### src/core/pfc_consts.svh
`ifndef PFC_CONSTS_SVH
`define PFC_CONSTS_SVH

`define PFC_ADDR_W        19
`define PFC_DATA_W        8
`define PFC_CLK_MHZ       125
`define PFC_SYNC_CYC      2

// Pin timing, each figure in its own unit and its cycle count derived from it.
`define PFC_T_SETUP_NS    20
`define PFC_T_STROBE_NS   250
`define PFC_T_HOLD_NS     20
`define PFC_T_PROG_US     35
`define PFC_T_ERASE_MS    4
`define PFC_SETUP_CYC     ((`PFC_T_SETUP_NS * `PFC_CLK_MHZ + 999) / 1000)
`define PFC_STROBE_CYC    ((`PFC_T_STROBE_NS * `PFC_CLK_MHZ + 999) / 1000 + `PFC_SYNC_CYC)
`define PFC_HOLD_CYC      ((`PFC_T_HOLD_NS * `PFC_CLK_MHZ + 999) / 1000)
`define PFC_PROG_CYC      (`PFC_T_PROG_US * `PFC_CLK_MHZ)
`define PFC_ERASE_CYC     (`PFC_T_ERASE_MS * 1000 * `PFC_CLK_MHZ)
`define PFC_PHASE_W       8
`define PFC_WAIT_W        20

// Command bytes.
`define PFC_CMD_ERASE_SETUP 8'h20
`define PFC_CMD_ERASE_EXEC  8'hd0
`define PFC_CMD_PROG_SETUP  8'h10
`define PFC_CMD_RESET       8'hff
`define PFC_CMD_READ_ID     8'h90

`define PFC_SECTOR_LSB    8
`define PFC_ANY_ADDR      19'h00000
`define PFC_SEQ_LAST      3'h6

// Seven-read protection sequences.
`define PFC_SEQ_A0        19'h01823
`define PFC_SEQ_A1        19'h01820
`define PFC_SEQ_A2        19'h01822
`define PFC_SEQ_A3        19'h00418
`define PFC_SEQ_A4        19'h0041b
`define PFC_SEQ_A5        19'h00419
`define PFC_SEQ_UNLOCK_A6 19'h0041a
`define PFC_SEQ_LOCK_A6   19'h0040a

`endif

### src/core/pfc_pkg.sv
`default_nettype none
package pfc_pkg;
  typedef enum logic [2:0] {
    PFC_OP_READ,
    PFC_OP_PROGRAM,
    PFC_OP_ERASE,
    PFC_OP_RESET,
    PFC_OP_READ_ID,
    PFC_OP_LOCK,
    PFC_OP_UNLOCK
  } pfc_op_e;
endpackage
`default_nettype wire

### src/core/pfc_cyc_if.sv
`timescale 1ns/1ps
`default_nettype none
`include "pfc_consts.svh"
interface pfc_cyc_if;
  logic                    req;
  logic                    wr;
  logic [`PFC_ADDR_W-1:0]  addr;
  logic [`PFC_DATA_W-1:0]  wdata;
  logic                    done;
  logic [`PFC_DATA_W-1:0]  rdata;
  modport seq (output req, wr, addr, wdata, input done, rdata);
  modport eng (input req, wr, addr, wdata, output done, rdata);
endinterface
`default_nettype wire

### src/core/pfc_host.sv
// Notes on behaviour
// - Host issues each command by lowering write strobe with chip select low.
// - Sector erase: write 20h anywhere, then d0h inside sector; bits 18..8 pick it.
// - Program: write 10h anywhere, then data at the full target address.
// - Lock is toggled only by seven consecutive reads at fixed addresses.
// - Host runs the seven-read unlock before every program or erase.
// - Writing ffh after a setup byte cancels it and returns to read mode.
`timescale 1ns/1ps
`default_nettype none
`include "pfc_consts.svh"
module pfc_host #(
  parameter logic [`PFC_WAIT_W-1:0] PROG_WAIT_CYC  = `PFC_WAIT_W'(`PFC_PROG_CYC),
  parameter logic [`PFC_WAIT_W-1:0] ERASE_WAIT_CYC = `PFC_WAIT_W'(`PFC_ERASE_CYC)
) (
  input  wire logic                   ref_clk,
  input  wire logic                   sys_rst,
  input  wire logic                   cmd_valid,
  output logic                        cmd_ready,
  input  wire pfc_pkg::pfc_op_e       cmd_op,
  input  wire logic [`PFC_ADDR_W-1:0] cmd_addr,
  input  wire logic [`PFC_DATA_W-1:0] cmd_data,
  output logic                        rsp_valid,
  output logic [`PFC_DATA_W-1:0]      rsp_data,
  output logic                        busy,
  output logic                        software_write_lock,
  output logic [`PFC_ADDR_W-1:0]      byte_addr_in,
  output logic [`PFC_DATA_W-1:0]      data_io_bus_o,
  output logic                        data_io_bus_oe,
  input  wire logic [`PFC_DATA_W-1:0] data_io_bus_i,
  output logic                        chip_sel_n,
  output logic                        out_en_n,
  output logic                        wr_strobe_n
);
  import pfc_pkg::*;

  typedef enum logic [2:0] {
    ST_IDLE, ST_SEQ, ST_SETUP, ST_EXEC, ST_WAIT, ST_READ, ST_CLEAR, ST_RESP
  } pfc_state_e;

  pfc_state_e               state_ff;
  pfc_op_e                  op_ff;
  logic [`PFC_ADDR_W-1:0]   addr_ff;
  logic [`PFC_DATA_W-1:0]   data_ff;
  logic [2:0]               seq_idx_ff;
  logic [`PFC_WAIT_W-1:0]   wait_ff;
  logic                     lock_ff;
  logic                     is_erase;

  pfc_cyc_if cyc ();

  pfc_bus_cycle u_cycle (
    .ref_clk        (ref_clk),
    .sys_rst        (sys_rst),
    .cyc            (cyc),
    .byte_addr_in   (byte_addr_in),
    .data_io_bus_o  (data_io_bus_o),
    .data_io_bus_oe (data_io_bus_oe),
    .data_io_bus_i  (data_io_bus_i),
    .chip_sel_n     (chip_sel_n),
    .out_en_n       (out_en_n),
    .wr_strobe_n    (wr_strobe_n)
  );

  // ---------------------------------------------------------------
  // Protection sequence addresses.
  // ---------------------------------------------------------------
  function automatic logic [`PFC_ADDR_W-1:0] seq_addr(input logic lock, input logic [2:0] idx);
    logic [`PFC_ADDR_W-1:0] a;
    unique case (idx)
      3'h0: a = `PFC_SEQ_A0;
      3'h1: a = `PFC_SEQ_A1;
      3'h2: a = `PFC_SEQ_A2;
      3'h3: a = `PFC_SEQ_A3;
      3'h4: a = `PFC_SEQ_A4;
      3'h5: a = `PFC_SEQ_A5;
      default: a = lock ? `PFC_SEQ_LOCK_A6 : `PFC_SEQ_UNLOCK_A6;
    endcase
    return a;
  endfunction

  assign is_erase  = (op_ff == PFC_OP_ERASE);
  assign cmd_ready = (state_ff == ST_IDLE);
  assign busy      = (state_ff != ST_IDLE);
  assign rsp_valid = (state_ff == ST_RESP);
  assign software_write_lock = lock_ff;

  // ---------------------------------------------------------------
  // Cycle request decode.
  // ---------------------------------------------------------------
  always_comb begin
    cyc.req   = 1'b0;
    cyc.wr    = 1'b0;
    cyc.addr  = `PFC_ANY_ADDR;
    cyc.wdata = `PFC_CMD_RESET;
    unique case (state_ff)
      ST_IDLE, ST_WAIT, ST_RESP: begin
        cyc.req = 1'b0;
      end
      ST_SEQ: begin
        cyc.req  = 1'b1;
        cyc.addr = seq_addr(op_ff == PFC_OP_LOCK, seq_idx_ff);
      end
      ST_SETUP: begin
        cyc.req = 1'b1;
        cyc.wr  = 1'b1;
        if (op_ff == PFC_OP_PROGRAM) begin
          cyc.wdata = `PFC_CMD_PROG_SETUP;
        end else if (is_erase) begin
          cyc.wdata = `PFC_CMD_ERASE_SETUP;
        end else begin
          cyc.wdata = `PFC_CMD_READ_ID;
        end
      end
      ST_EXEC: begin
        cyc.req = 1'b1;
        cyc.wr  = 1'b1;
        if (is_erase) begin
          cyc.addr  = {addr_ff[`PFC_ADDR_W-1:`PFC_SECTOR_LSB],
                       {`PFC_SECTOR_LSB{1'b0}}};
          cyc.wdata = `PFC_CMD_ERASE_EXEC;
        end else begin
          cyc.addr  = addr_ff;
          cyc.wdata = data_ff;
        end
      end
      ST_READ: begin
        cyc.req  = 1'b1;
        cyc.addr = (op_ff == PFC_OP_READ_ID) ?
                   {{(`PFC_ADDR_W-1){1'b0}}, addr_ff[0]} : addr_ff;
      end
      ST_CLEAR: begin
        cyc.req   = 1'b1;
        cyc.wr    = 1'b1;
        cyc.wdata = `PFC_CMD_RESET;
      end
    endcase
  end

  // ---------------------------------------------------------------
  // Operation sequencing.
  // ---------------------------------------------------------------
  always_ff @(posedge ref_clk or posedge sys_rst) begin
    if (sys_rst) begin
      state_ff   <= ST_IDLE;
      op_ff      <= PFC_OP_READ;
      addr_ff    <= '0;
      data_ff    <= '0;
      seq_idx_ff <= '0;
    end else begin
      unique case (state_ff)
        ST_IDLE: if (cmd_valid) begin
          op_ff      <= cmd_op;
          addr_ff    <= cmd_addr;
          data_ff    <= cmd_data;
          seq_idx_ff <= '0;
          unique case (cmd_op)
            PFC_OP_READ:                  state_ff <= ST_READ;
            PFC_OP_RESET:                 state_ff <= ST_CLEAR;
            PFC_OP_READ_ID:               state_ff <= ST_SETUP;
            PFC_OP_PROGRAM, PFC_OP_ERASE: state_ff <= ST_SEQ;
            PFC_OP_LOCK, PFC_OP_UNLOCK:   state_ff <= ST_SEQ;
          endcase
        end
        ST_SEQ: if (cyc.done) begin
          if (seq_idx_ff == `PFC_SEQ_LAST) begin
            state_ff <= (op_ff == PFC_OP_PROGRAM || is_erase) ? ST_SETUP : ST_RESP;
          end else begin
            seq_idx_ff <= seq_idx_ff + 1'b1;
          end
        end
        ST_SETUP: if (cyc.done) begin
          state_ff <= (op_ff == PFC_OP_READ_ID) ? ST_READ : ST_EXEC;
        end
        ST_EXEC: if (cyc.done) begin
          state_ff <= ST_WAIT;
        end
        ST_WAIT: if (wait_ff == '0) begin
          state_ff <= ST_RESP;
        end
        ST_READ: if (cyc.done) begin
          state_ff <= (op_ff == PFC_OP_READ_ID) ? ST_CLEAR : ST_RESP;
        end
        ST_CLEAR: if (cyc.done) begin
          state_ff <= ST_RESP;
        end
        ST_RESP: state_ff <= ST_IDLE;
      endcase
    end
  end

  // ---------------------------------------------------------------
  // Program and erase completion timer.
  // ---------------------------------------------------------------
  // The full worst-case time is waited out instead of polling the status bits,
  // so the host never reads the array while an operation is still running.
  always_ff @(posedge ref_clk or posedge sys_rst) begin
    if (sys_rst) begin
      wait_ff <= '0;
    end else if (state_ff == ST_EXEC && cyc.done) begin
      wait_ff <= is_erase ? ERASE_WAIT_CYC - 1'b1 : PROG_WAIT_CYC - 1'b1;
    end else if (state_ff == ST_WAIT && wait_ff != '0) begin
      wait_ff <= wait_ff - 1'b1;
    end
  end

  // ---------------------------------------------------------------
  // Response data and lock tracking.
  // ---------------------------------------------------------------
  always_ff @(posedge ref_clk or posedge sys_rst) begin
    if (sys_rst) begin
      rsp_data <= '0;
    end else if (state_ff == ST_READ && cyc.done) begin
      rsp_data <= cyc.rdata;
    end
  end

  always_ff @(posedge ref_clk or posedge sys_rst) begin
    if (sys_rst) begin
      lock_ff <= 1'b1;
    end else if (state_ff == ST_SEQ && cyc.done && seq_idx_ff == `PFC_SEQ_LAST) begin
      lock_ff <= (op_ff == PFC_OP_LOCK);
    end
  end
endmodule
`default_nettype wire

### src/core/pfc_bus_cycle.sv
`timescale 1ns/1ps
`default_nettype none
`include "pfc_consts.svh"
module pfc_bus_cycle (
  input  wire logic                   ref_clk,
  input  wire logic                   sys_rst,
  pfc_cyc_if.eng                      cyc,
  output logic [`PFC_ADDR_W-1:0]      byte_addr_in,
  output logic [`PFC_DATA_W-1:0]      data_io_bus_o,
  output logic                        data_io_bus_oe,
  input  wire logic [`PFC_DATA_W-1:0] data_io_bus_i,
  output logic                        chip_sel_n,
  output logic                        out_en_n,
  output logic                        wr_strobe_n
);
  typedef enum logic [1:0] {E_IDLE, E_SETUP, E_STROBE, E_HOLD} pfc_eng_e;

  pfc_eng_e                 state_ff;
  logic [`PFC_PHASE_W-1:0]  cnt_ff;
  logic                     wr_ff;
  logic [`PFC_DATA_W-1:0]   sync1_ff;
  logic [`PFC_DATA_W-1:0]   sync2_ff;

  // ---------------------------------------------------------------
  // Read data synchroniser.
  // ---------------------------------------------------------------
  always_ff @(posedge ref_clk or posedge sys_rst) begin
    if (sys_rst) begin
      sync1_ff <= '0;
      sync2_ff <= '0;
    end else begin
      sync1_ff <= data_io_bus_i;
      sync2_ff <= sync1_ff;
    end
  end

  // ---------------------------------------------------------------
  // Phase sequencing.
  // ---------------------------------------------------------------
  always_ff @(posedge ref_clk or posedge sys_rst) begin
    if (sys_rst) begin
      state_ff <= E_IDLE;
      cnt_ff   <= '0;
      wr_ff    <= 1'b0;
    end else begin
      unique case (state_ff)
        // The sequencer still shows the finished request while done is high, so a
        // new cycle is only taken once done has dropped.
        E_IDLE: if (cyc.req && !cyc.done) begin
          state_ff <= E_SETUP;
          wr_ff    <= cyc.wr;
          cnt_ff   <= `PFC_PHASE_W'(`PFC_SETUP_CYC - 1);
        end
        E_SETUP: if (cnt_ff == '0) begin
          state_ff <= E_STROBE;
          cnt_ff   <= `PFC_PHASE_W'(`PFC_STROBE_CYC - 1);
        end else begin
          cnt_ff <= cnt_ff - 1'b1;
        end
        E_STROBE: if (cnt_ff == '0) begin
          state_ff <= E_HOLD;
          cnt_ff   <= `PFC_PHASE_W'(`PFC_HOLD_CYC - 1);
        end else begin
          cnt_ff <= cnt_ff - 1'b1;
        end
        E_HOLD: if (cnt_ff == '0) begin
          state_ff <= E_IDLE;
        end else begin
          cnt_ff <= cnt_ff - 1'b1;
        end
      endcase
    end
  end

  // ---------------------------------------------------------------
  // Pin drive.
  // ---------------------------------------------------------------
  // Address and data are set up before the strobes fall and held after they rise,
  // so the device's falling-edge address and rising-edge data latches see stable values.
  always_ff @(posedge ref_clk or posedge sys_rst) begin
    if (sys_rst) begin
      byte_addr_in   <= '0;
      data_io_bus_o  <= '0;
      data_io_bus_oe <= 1'b0;
      chip_sel_n     <= 1'b1;
      out_en_n       <= 1'b1;
      wr_strobe_n    <= 1'b1;
    end else begin
      if (state_ff == E_IDLE && cyc.req && !cyc.done) begin
        byte_addr_in   <= cyc.addr;
        data_io_bus_o  <= cyc.wdata;
        data_io_bus_oe <= cyc.wr;
      end else if (state_ff == E_HOLD && cnt_ff == '0) begin
        data_io_bus_oe <= 1'b0;
      end
      if (state_ff == E_SETUP && cnt_ff == '0) begin
        chip_sel_n  <= 1'b0;
        wr_strobe_n <= !wr_ff;
        out_en_n    <= wr_ff;
      end else if (state_ff == E_STROBE && cnt_ff == '0) begin
        chip_sel_n  <= 1'b1;
        wr_strobe_n <= 1'b1;
        out_en_n    <= 1'b1;
      end
    end
  end

  // ---------------------------------------------------------------
  // Completion and read capture.
  // ---------------------------------------------------------------
  always_ff @(posedge ref_clk or posedge sys_rst) begin
    if (sys_rst) begin
      cyc.done  <= 1'b0;
      cyc.rdata <= '0;
    end else begin
      cyc.done <= (state_ff == E_HOLD) && (cnt_ff == '0);
      if (state_ff == E_STROBE && cnt_ff == '0 && !wr_ff) begin
        cyc.rdata <= sync2_ff;
      end
    end
  end
endmodule
`default_nettype wire

### config.mk
export PLATFORM = sky130hd
export DESIGN_NAME = pfc_host
export DESIGN_NICKNAME = d
export VERILOG_FILES = /design/src/core/pfc_pkg.sv /design/src/core/pfc_cyc_if.sv /design/src/core/pfc_host.sv /design/src/core/pfc_bus_cycle.sv
export VERILOG_INCLUDE_DIRS = /design/src /design/src/core
export SDC_FILE = /design/constraint.sdc
export NUM_CORES = 1
export LEC_CHECK = 0
export BUFFER_PORTS_ARGS = -buffer_cell sky130_fd_sc_hd__clkbuf_2
export CORE_UTILIZATION = 41
export DETAILED_ROUTE_END_ITERATION = 8
export GPL_TIMING_DRIVEN = 0
export SETUP_SLACK_MARGIN = 0.3
export SYNTH_ARGS = -nofsm -noshare
export SYNTH_HDL_FRONTEND = slang
export SYNTH_SLANG_ARGS = --single-unit
### constraint.sdc
create_clock -name ref_clk -period 7.4 [get_ports ref_clk]
set_input_delay 0.37 -clock ref_clk [delete_from_list [all_inputs] [get_ports ref_clk]]
set_output_delay 0.37 -clock ref_clk [all_outputs]
set_load 0.005 [all_outputs]
==> qor.tcl, run 1 <==
set qor(critical_path_start_type) {flop}
set qor(post-synth-top-area-fraction_pct) 54.0
set qor(critPathCaptureType) {flop}
set qor(synth_top_flop_cell) {dfrtp_1}
set qor(ctsResizeCount) 0
set qor(placement_rows) 43
set qor(grt_first_pass_wirelength_microns) 22200
set qor(clock_tree_from_tritoncts) {yes}
set qor(place.port_buffers) 83
set qor(r2r_setup_slack_ps) 4380
set qor(diodes) 0
set qor(first_drt_iteration_drcs) 230
set qor(drt_first_pass_iters) 5
set qor(final_critical_path_time_including_i_o_delays_and_setup_ps) 3020
set qor(detailed_place.area_sq_um) 6600
set qor(timing.critical_path.fanout_max) 10
set qor(overflow) 0
set qor(synthesis.area_per_instance_sq_um) 11.2
set qor(die_height_microns) 122
set qor(width_of_the_die_microns) 122
set qor(hp-start) {data_io_bus_i[3]}
set qor(synth.net_count) 584
set qor(clk_pin_slew_ps) 60
set qor(grt_max_degree) 100
set qor(worst_hold_path_type) {in -> reg}
set qor(yosysMostFrequentCell) {dfrtp_1}
set qor(dp.final_hpwl_microns) 9170
set qor(post_drt_via_cell_ratio) 5.31
set qor(drcViolationCount) 0
set qor(area_delta_synth_final_pct) 21.4
set qor(worst_pin_slew_ps) 818
set qor(outcome) {completed}
set qor(holdPathStages) 1
set qor(synth_edf_count) 0
set qor(crit_type) {reg -> reg}
set qor(num_vias) 4399
set qor(gp_routability_congestion) 0.850
set qor(powerDensity_nw_per_um2) 444
set qor(timing.final.max_slew_violations) 0
set qor(p_leak_nw) 3.32
set qor(worstSkewPairLatency_ps) 430
set qor(floorplan.initialDensity_pct) 42.4
set qor(syn_inst) 531
set qor(min_to) {u_cycle.sync1_ff[3]}
set qor(ir_worst_vdd_mv) 0.215
set qor(boundaryPins) 84
set qor(crit-reg2reg-launch) {wait_ff[4]}
set qor(clock.fmax_ghz) 0.331
set qor(max_buffers_root_to_sink) 2
set qor(reg2reg_depth) 8
set qor(final.setup.tns_ps) 0
set qor(fill_cell_total_of_the_finished_layout) 1302
set qor(cts-buffers-inserted) 17
set qor(timing.final.crit_share_pct) 40.8
set qor(worst_r2r_dst) {wait_ff[3]}
set qor(grtUsageTotal_pct) 19.5
set qor(antenna_found_initial) 0
set qor(worst_ep_arrival_ps) 3350
set qor(critical_path_required_ps) 7730
set qor(first_global_vias) 4471
set qor(final-hold-violation-count) 0
set qor(finalSetupViolations) 0
set qor(core_area_sq_um) 14000
set qor(drt_wl_total_microns) 13200
set qor(placed_cells) 795
set qor(final_setup_skew_ps) 19.2
set qor(die_area_sq_um) 14900
set qor(yosys-top-cells-area) {dfrtp_1 (54%), mux2_2 (9.3%), o21ai_0 (3.2%)}
set qor(finalNonFillerCells) 828
set qor(synth_seq_cells) 132
set qor(synth_sequential_area_ratio_pct) 55.8
set qor(timing.hold.ws_ps) 48.3
set qor(postRouteAntennaNets) 0
set qor(h-tree-depth) 4
set qor(post_synth_most_frequent_cells) {dfrtp_1 (128), mux2_2 (49), nand2_1 (44), o21ai_0 (38), nor2_1 (33)}
set qor(synthesis.yosys.warnings) 0
set qor(setup_repair_after_global_routing_missed_its_margin) {no}
set qor(num-nets-final) 688
set qor(clock-sinks) 132
set qor(synth_area_sq_um) 5930
set qor(synth_top_area_cell) {dfrtp_1}
set qor(fin_total_pwr_mw) 3.19
set qor(wire_per_inst_microns) 15.9
set qor(cts-root-buf) {clkbuf_16}
set qor(max_cap_violations) 0
set qor(worst_slew_margin_rel_pct) 44.9
set qor(finish.instance_area_sq_um) 7200
set qor(post_route_cells_drive_above_1_share_pct) 28.4
set qor(synth.distinct_cells) 59
set qor(postSynth.asyncResetShare_pct) 100
==> registers in the layout (all words and copies together), names as in the netlist, 8 cells and up <==
name	flops
rsp_data	8
u_cycle.cyc.rdata	8
u_cycle.byte_addr_in	19
data_ff	8
u_cycle.sync2_ff	8
u_cycle.cnt_ff	8
u_cycle.data_io_bus_o	8
u_cycle.sync1_ff	8
addr_ff	19
wait_ff	20
==> repair_timing <==
| item | 4_1_cts | 5_1_grt |
|---|---|---|
| setup buffers | 0 | 0 |
| hold buffers | 1 | 0 |
| setup endpoints to repair | 0 | 0 |
| hold endpoints to repair | 33 | 0 |
==> through the flow <==
stage,worst slack (ps),util [%]
3_5_place_dp,4380,47.2
4_1_cts,4360,51.4
6_report,4380,51.4
2_1_floorplan,3510,-
3_3_place_gp,2100,47.0
5_1_grt,4170,51.4
==> worst max-delay path by stage <==
| stage | startpoint | end | slack (ps) | depth (start not counted) |
|---|---|---|---|---|
| after floorplan | sys_rst | addr_ff[0] | 3510 | 1 |
| after global placement | sys_rst | data_ff[3] | 2100 | 2 |
| final | wait_ff[4] | wait_ff[3] | 4380 | 8 |
| after CTS | wait_ff[4] | wait_ff[3] | 4360 | 8 |
| after detailed placement | wait_ff[4] | wait_ff[3] | 4380 | 8 |
| after global routing | wait_ff[4] | wait_ff[3] | 4170 | 8 |
==> layer usage <==
layer  share of wire [%]  vias up  wire length [microns]  GRT usage, %
met5                   0        -                      0             0
met4                 1.4        0                    185          6.78
met3                 6.3       16                    826          6.88
met2                  46      101                   6090          29.6
met1                  46     2149                   6090          25.7
li1                    -     2133                      -             -
==> layout by cell type (no fill, tap or decap), types with 8 or more instances in the layout <==
cell type    n
clkbuf_2    84
clkbuf_1    22
nand2_1     44
inv_1       13
or3_1        8
nand3_1      9
o211ai_1     8
o21ai_0     38
a21oi_1     29
dfrtp_1    128
ha_1        12
nor2_1      33
a22o_1      14
nor2b_1      9
clkbuf_16   17
mux2_2      49
nor3_1      11
==> critical path: stages, from the launching register on <==
cell	delay [ps]
dfrtp_1	410
or4_1	520
clkbuf_2	170
or4b_1	500
buf_2	190
o21ai_1	540
buf_2	330
nor4_1	70
o221ai_1	190
==> power breakdown <==
group	switching [mW]	internal [mW]	leakage, nW	total (mW)
registers	0.193	1.01	1.65	1.20
logic	0.646	0.528	1.38	1.17
clock network	0.322	0.493	0.288	0.815
total	1.16	2.03	3.32	3.19
==> logic make-up (layout without fill, tap and decap cells) <==
kind of cell / count (synthesis) / count (layout) / share of synthesized area (%)
buffers and inverters: 39 / 156 / 2.53
AOI/OAI and AO/OA: 128 / 128 / 14.1
xor gates and xnor gates: 6 / 6 / 0.886
muxes: 55 / 55 / 10.3
and+or+nand+nor: 159 / 159 / 13.8
DFF: 132 / 132 / 55.8
adders and majority gates: 12 / 12 / 2.53
==> layout make-up <==
| class | count | area [sq um] | share of cell area, % |
|---|---|---|---|
| well taps | 180 | 225 | 3.13 |
| repair buffers | 85 | 453 | 6.29 |
| clock inverters | 12 | 118 | 1.63 |
| clock buffers | 20 | 467 | 6.49 |
| plain buffers | 25 | 97.6 | 1.36 |
| flip-flops and latches | 132 | 3310 | 46.0 |
| inverters | 14 | 57.6 | 0.800 |
| multi-input cells | 360 | 2470 | 34.3 |
Note: power is estimated with default switching activity, not from simulation.
==> inputs of run 2 (changes only) <==
clock period = 3.2 ns   (was 7.4 ns; I/O delays follow)
==> run 2 against run 1 <==
Effect of this change: first-iteration DRC count down 9.6%; power increased by 140%; sequential cell count stayed put; worst setup slack worse by 4000 ps; clock-buffer cell count decreased by 2; routed wire length grew 3.4%; highest routed layer unchanged; largest cell class unchanged; register-to-register slack worse by 4000 ps; sequential share of layout area fell by 2.6 points; global-route usage up 0.27 points; critical endpoint is now wait_ff[18].
==> qor.tcl, run 2 (same netlist as run 1, synthesis figures left out) <==
set qor(outcome) {completed}
set qor(timing.final.max_slew_violations) 0
set qor(finalSetupViolations) 0
set qor(overflow) 0
set qor(min_to) {op_ff[0]}
set qor(die_area_sq_um) 14900
set qor(postRouteAntennaNets) 0
set qor(post_route_cells_drive_above_1_share_pct) 27.4
set qor(critical-path-top-cell-by-count) {or4_1}
set qor(layout_commonest_cell) {dfrtp_1}
set qor(ir_worst_vdd_mv) 0.559
set qor(grt_first_pass_wirelength_microns) 22500
set qor(place.port_buffers) 83
set qor(crit-reg2reg-launch) {wait_ff[4]}
set qor(first_drt_iteration_drcs) 208
set qor(p_leak_nw) 3.48
set qor(boundaryPins) 84
set qor(holdPathStages) 2
set qor(clock-sinks) 132
set qor(clock_tree_from_tritoncts) {yes}
set qor(dp.final_hpwl_microns) 9430
set qor(placement_rows) 43
set qor(placed_cells) 797
set qor(critPathSlowestCell) {or4_1}
set qor(worstSkewPairLatency_ps) 420
set qor(setup_repair_after_global_routing_missed_its_margin) {no}
set qor(powerDensity_nw_per_um2) 989
set qor(drt_first_pass_iters) 4
set qor(grt_max_degree) 42
set qor(num-nets-final) 725
set qor(cts-root-buf) {clkbuf_16}
set qor(layout_common_cells) {dfrtp_1 (128), clkbuf_2 (84), mux2_2 (49)}
set qor(hp-start) {cmd_op[0]}
set qor(crit_chain) {or4_1 > clkbuf_2 > or4b_1 > buf_2 > or3b_4 > or4_1 > nand3_1}
set qor(worst_r2r_dst) {wait_ff[18]}
set qor(num_vias) 4561
set qor(worst_path_largest_cell_delay_ps) 530
set qor(final.setup.tns_ps) 0
set qor(area_delta_synth_final_pct) 28.5
set qor(worst_slew_margin_rel_pct) 44.5
set qor(die_height_microns) 122
set qor(floorplan.initialDensity_pct) 42.4
set qor(reg2reg_depth) 7
set qor(critical_path_required_ps) 3550
set qor(post-cts-setup-buffers) 0
set qor(drt_wl_total_microns) 13600
set qor(first_global_vias) 4538
set qor(timing.critical_path.buf_inv) 2
set qor(worst_pin_slew_ps) 830
set qor(cts-buffers-inserted) 17
set qor(worst_hold_path_type) {in -> reg}
set qor(wire_per_inst_microns) 15.8
set qor(timing.critical_path.fanout_max) 9
set qor(finalNonFillerCells) 865
set qor(largest_registers) {wait_ff (20), addr_ff (19), u_cycle.byte_addr_in (19)}
set qor(critical_path_start_type) {flop}
set qor(width_of_the_die_microns) 122
set qor(final-hold-violation-count) 0
set qor(antenna_found_initial) 0
set qor(fill_cell_total_of_the_finished_layout) 1251
set qor(r2r_setup_slack_ps) 390
set qor(core_area_sq_um) 14000
set qor(final_critical_path_time_including_i_o_delays_and_setup_ps) 2810
set qor(post_drt_via_cell_ratio) 5.27
set qor(diodes) 0
set qor(grtUsageTotal_pct) 19.7
set qor(crit_type) {reg -> reg}
set qor(final_setup_skew_ps) 9.83
set qor(max_cap_violations) 0
set qor(gp_routability_congestion) 0.802
set qor(family_with_the_most_delay_on_the_worst_path) {simple AND/OR/NAND/NOR gates}
set qor(largest_register_ff_count) 20
set qor(max_buffers_root_to_sink) 2
set qor(drcViolationCount) 0
set qor(critPathCaptureType) {flop}
set qor(h-tree-depth) 4
set qor(top_register) {wait_ff}
set qor(worst-path-stages) 7
set qor(clk_pin_slew_ps) 60
set qor(timing.final.crit_share_pct) 87.8
set qor(worst_ep_arrival_ps) 3160
set qor(clock.fmax_ghz) 0.356
[run 2: cell types whose count changed in the layout (fill, tap and decap cells not counted), sizes merged]
cell,previous run,this run
dlygate4sd3,1,36
clkinv,6,2
clkinvlp,1,4
buf,3,5
clkbuf,126,124
inv,18,20
bufinv,1,2
[run 2: metal layers]
layer  track usage (%)  wire (microns)  vias up  share of wire (%)
met2              31.8            6570      104                 48
met3              6.46             697       19                5.1
met5                 0               0        -                  0
met1              25.0            6160     2236                 45
met4              6.25             215        0                1.6
li1                  -               -     2202                  -
[run 2: repair_timing]
item	CTS	global route
hold buffers	36	0
endpoints found under the hold margin	64	0
resized for setup	1	2
cloned	0	0
setup endpoints to repair	7	13
[run 2: worst max path at each step]
stage / slack (ps) / start / endpoint
after floorplan: 570 / wait_ff[4] / wait_ff[18]
after global placement: 210 / wait_ff[4] / wait_ff[3]
after detailed placement: 210 / wait_ff[4] / wait_ff[3]
after CTS: 390 / wait_ff[4] / wait_ff[3]
after global routing: 310 / wait_ff[4] / wait_ff[18]
final: 390 / wait_ff[4] / wait_ff[18]
[run 2: stage by stage]
stage	power, mW	setup WS [ps]	hold WS, ps	util (%)	cell area (sq um)
detailed placement	5.52	212	270	47.4	6630
floorplan	4.66	569	191	-	5930
finish	7.54	391	18.5	54.5	7620
global route	8.10	308	17.2	54.5	7620
global placement	5.40	211	268	47.0	6570
CTS	7.57	394	1.94	54.4	7600
[run 2: report_power, final]
| part | switching [mW] | internal (mW) | total (mW) | leakage (nW) |
|---|---|---|---|---|
| Sequential | 0.448 | 2.33 | 2.78 | 1.65 |
| Combinational | 1.51 | 1.26 | 2.77 | 1.54 |
| Clock | 0.794 | 1.19 | 1.99 | 0.290 |
| Total | 2.75 | 4.79 | 7.54 | 3.48 |
[run 2: cell type report]
class / count / area [sq um] / share of cell area (%)
Timing Repair Buffer: 122 / 836 / 11.0
Buffer: 25 / 97.6 / 1.28
Inverter: 14 / 56.3 / 0.739
Sequential cell: 132 / 3310 / 43.4
Clock buffer: 18 / 439 / 5.76
Multi-Input combinational cell: 360 / 2490 / 32.6
Clock inverter: 14 / 169 / 2.22
Tap cell: 180 / 225 / 2.96
[run 2: worst register-to-register path, delay by kind of cell (launching register included)]
family | cells | cell delay, ps
and+or+nand+nor | 5 | 1970
DFF | 1 | 410
buffers and inverters | 2 | 360
==> inputs of run 3 (changes only) <==
CORE_UTILIZATION = 50   (was 41)
PLACE_DENSITY = 0.71   (was default)
SETUP_SLACK_MARGIN = default   (was 0.3)
==> run 3 against run 2 <==
Effect of this change: sequential power is essentially flat; sequential cell count is the same; routed wire length grew 0.48%; global-route usage grew 4.0 points; clock skew shrank 1.6 ps; largest power group unchanged; die area shrank 18%.
==> qor.tcl, run 3 (same netlist as run 1, synthesis figures left out) <==
set qor(outcome) {completed}
set qor(post-cts-setup-buffers) 0
set qor(final_critical_path_time_including_i_o_delays_and_setup_ps) 2870
set qor(largest_register_ff_count) 20
set qor(boundaryPins) 84
set qor(timing.final.max_slew_violations) 0
set qor(timing.critical_path.fanout_max) 9
set qor(p_leak_nw) 3.46
set qor(finalNonFillerCells) 828
set qor(postRouteAntennaNets) 0
set qor(worst_hold_path_type) {in -> reg}
set qor(worst_path_largest_cell_delay_ps) 530
set qor(critPathCaptureType) {flop}
set qor(timing.final.crit_share_pct) 89.8
set qor(crit-reg2reg-launch) {wait_ff[4]}
set qor(powerDensity_nw_per_um2) 984
set qor(clock-sinks) 132
set qor(first_global_vias) 4887
set qor(width_of_the_die_microns) 111
set qor(worst_ep_arrival_ps) 3150
set qor(holdPathStages) 2
set qor(multiInputGateArea_sq_um) 2470
set qor(critical_path_start_type) {flop}
set qor(drt_wl_total_microns) 13700
set qor(worst_slew_margin_rel_pct) 43.0
set qor(fin_ws_ps) 325
set qor(overflow) 0
set qor(crit_type) {reg -> reg}
set qor(share_clk_of_total_power_pct) 24.5
set qor(switching_share_pct) 37.4
set qor(ir_worst_vdd_mv) 0.549
set qor(final_setup_skew_ps) 8.23
set qor(worstSkewPairLatency_ps) 410
set qor(top_register) {wait_ff}
set qor(drt_first_pass_iters) 4
set qor(layout_common_cells) {dfrtp_1 (128), clkbuf_2 (84), mux2_2 (49)}
set qor(grt_max_degree) 45
set qor(clock.fmax_ghz) 0.348
set qor(finalSetupViolations) 0
set qor(largest_registers) {wait_ff (20), addr_ff (19), u_cycle.byte_addr_in (19)}
set qor(hp-start) {cmd_op[0]}
set qor(fill_cell_total_of_the_finished_layout) 844
set qor(max_buffers_root_to_sink) 2
set qor(worst_pin_slew_ps) 848
set qor(cts-buffers-inserted) 17
set qor(p_seq_share_pct) 37.7
set qor(r2r_setup_slack_ps) 330
set qor(grtUsageTotal_pct) 23.8
set qor(min_to) {op_ff[0]}
set qor(placement_rows) 39
set qor(cts-root-buf) {clkbuf_16}
set qor(max_cap_violations) 0
set qor(reg2reg_depth) 7
set qor(final-seq-area_sq_um) 3310
set qor(crit_chain) {or4_1 > clkbuf_2 > or4b_1 > buf_2 > or3b_4 > o311ai_0 > nand3_1}
set qor(area_delta_synth_final_pct) 26.6
set qor(final-hold-violation-count) 0
set qor(floorplan.initialDensity_pct) 51.7
set qor(layout_commonest_cell) {dfrtp_1}
set qor(first_drt_iteration_drcs) 233
set qor(critPathSlowestCell) {or4_1}
set qor(critical_path_required_ps) 3470
set qor(num-nets-final) 725
set qor(worst_r2r_dst) {wait_ff[18]}
set qor(antenna_found_initial) 0
set qor(gp_routability_congestion) 0.833
set qor(final.setup.tns_ps) 0
set qor(setup_repair_after_global_routing_missed_its_margin) {no}
set qor(drcViolationCount) 0
set qor(post_drt_via_cell_ratio) 5.55
set qor(fin_total_pwr_mw) 7.39
set qor(h-tree-depth) 4
set qor(post_route_cells_drive_above_1_share_pct) 27.3
set qor(grt_first_pass_wirelength_microns) 23200
set qor(place.port_buffers) 83
set qor(post_place_setup_slack_ps) 215
set qor(net-switching-power_mw) 2.76
set qor(core_area_sq_um) 11500
set qor(placed_cells) 760
set qor(die_area_sq_um) 12300
set qor(clk_pin_slew_ps) 60
set qor(fin_util_pct) 65.5
set qor(p_comb_share_pct) 37.7
set qor(diodes) 0
set qor(clock_tree_from_tritoncts) {yes}
set qor(power_report.internal_total_mw) 4.62
set qor(die_height_microns) 111
set qor(dp.final_hpwl_microns) 8900
set qor(num_vias) 4599
set qor(wire_per_inst_microns) 16.6
-- run 3: cell types whose count changed in the layout (fill, tap and decap cells not counted), sizes merged --
cell and change:
bufinv -2, inv +2
-- run 3: metal layers --
| metal | part of all wire [%] | track usage [%] | wire length, microns |
|---|---|---|---|
| met1 | 42 | 27.6 | 5780 |
| met2 | 52 | 42.6 | 7190 |
| met3 | 3.7 | 5.74 | 507 |
| met4 | 1.7 | 8.53 | 235 |
| met5 | 0 | 0 | 0 |
-- run 3: worst max path at each step --
stage / from / endpoint / slack, ps / cells past startpoint
2_1_floorplan: wait_ff[4] / wait_ff[18] / 570 / 7
4_1_cts: wait_ff[4] / wait_ff[3] / 130 / 8
3_3_place_gp: wait_ff[4] / wait_ff[3] / 250 / 8
5_1_grt: wait_ff[4] / wait_ff[3] / 200 / 8
6_report: wait_ff[4] / wait_ff[18] / 330 / 7
3_5_place_dp: wait_ff[4] / wait_ff[3] / 210 / 8
-- run 3: critical path: cells and delay by family (launching register included) --
family | cells | cell delay [ps]
compound gates | 1 | 390
buf+inv | 2 | 360
flops | 1 | 400
simple gates | 4 | 1580
-- run 3: layout make-up --
class / instances / share of cell area (%)
buffer: 25 / 1.30
clock buffer: 18 / 5.85
clock inverter: 14 / 1.55
inverter: 14 / 0.750
multi-input combinational: 360 / 33.0
sequential: 132 / 44.1
tap: 143 / 2.38
timing repair buffer: 122 / 11.1
-- run 3: timing repair --
action	in CTS	in global routing
hold buffers	36	0
endpoints found under the hold margin	52	0
resized for setup	0	1
endpoints found under the setup margin	0	3
-- run 3: stage by stage --
stage	hold WS, ps	area [sq um]
after floorplan	191	5930
after global placement	268	6530
after detailed placement	218	6590
after CTS	16.8	7500
after global routing	28.5	7510
final	30.4	7510
-- run 3: power groups by stage --
stage,combinational (mW),sequential [mW],clock [mW]
2_1_floorplan,1.95,2.70,0
3_3_place_gp,2.59,2.75,0
3_5_place_dp,2.70,2.78,0
4_1_cts,2.77,2.77,1.85
5_1_grt,3.10,2.87,1.92
6_report,2.79,2.79,1.81
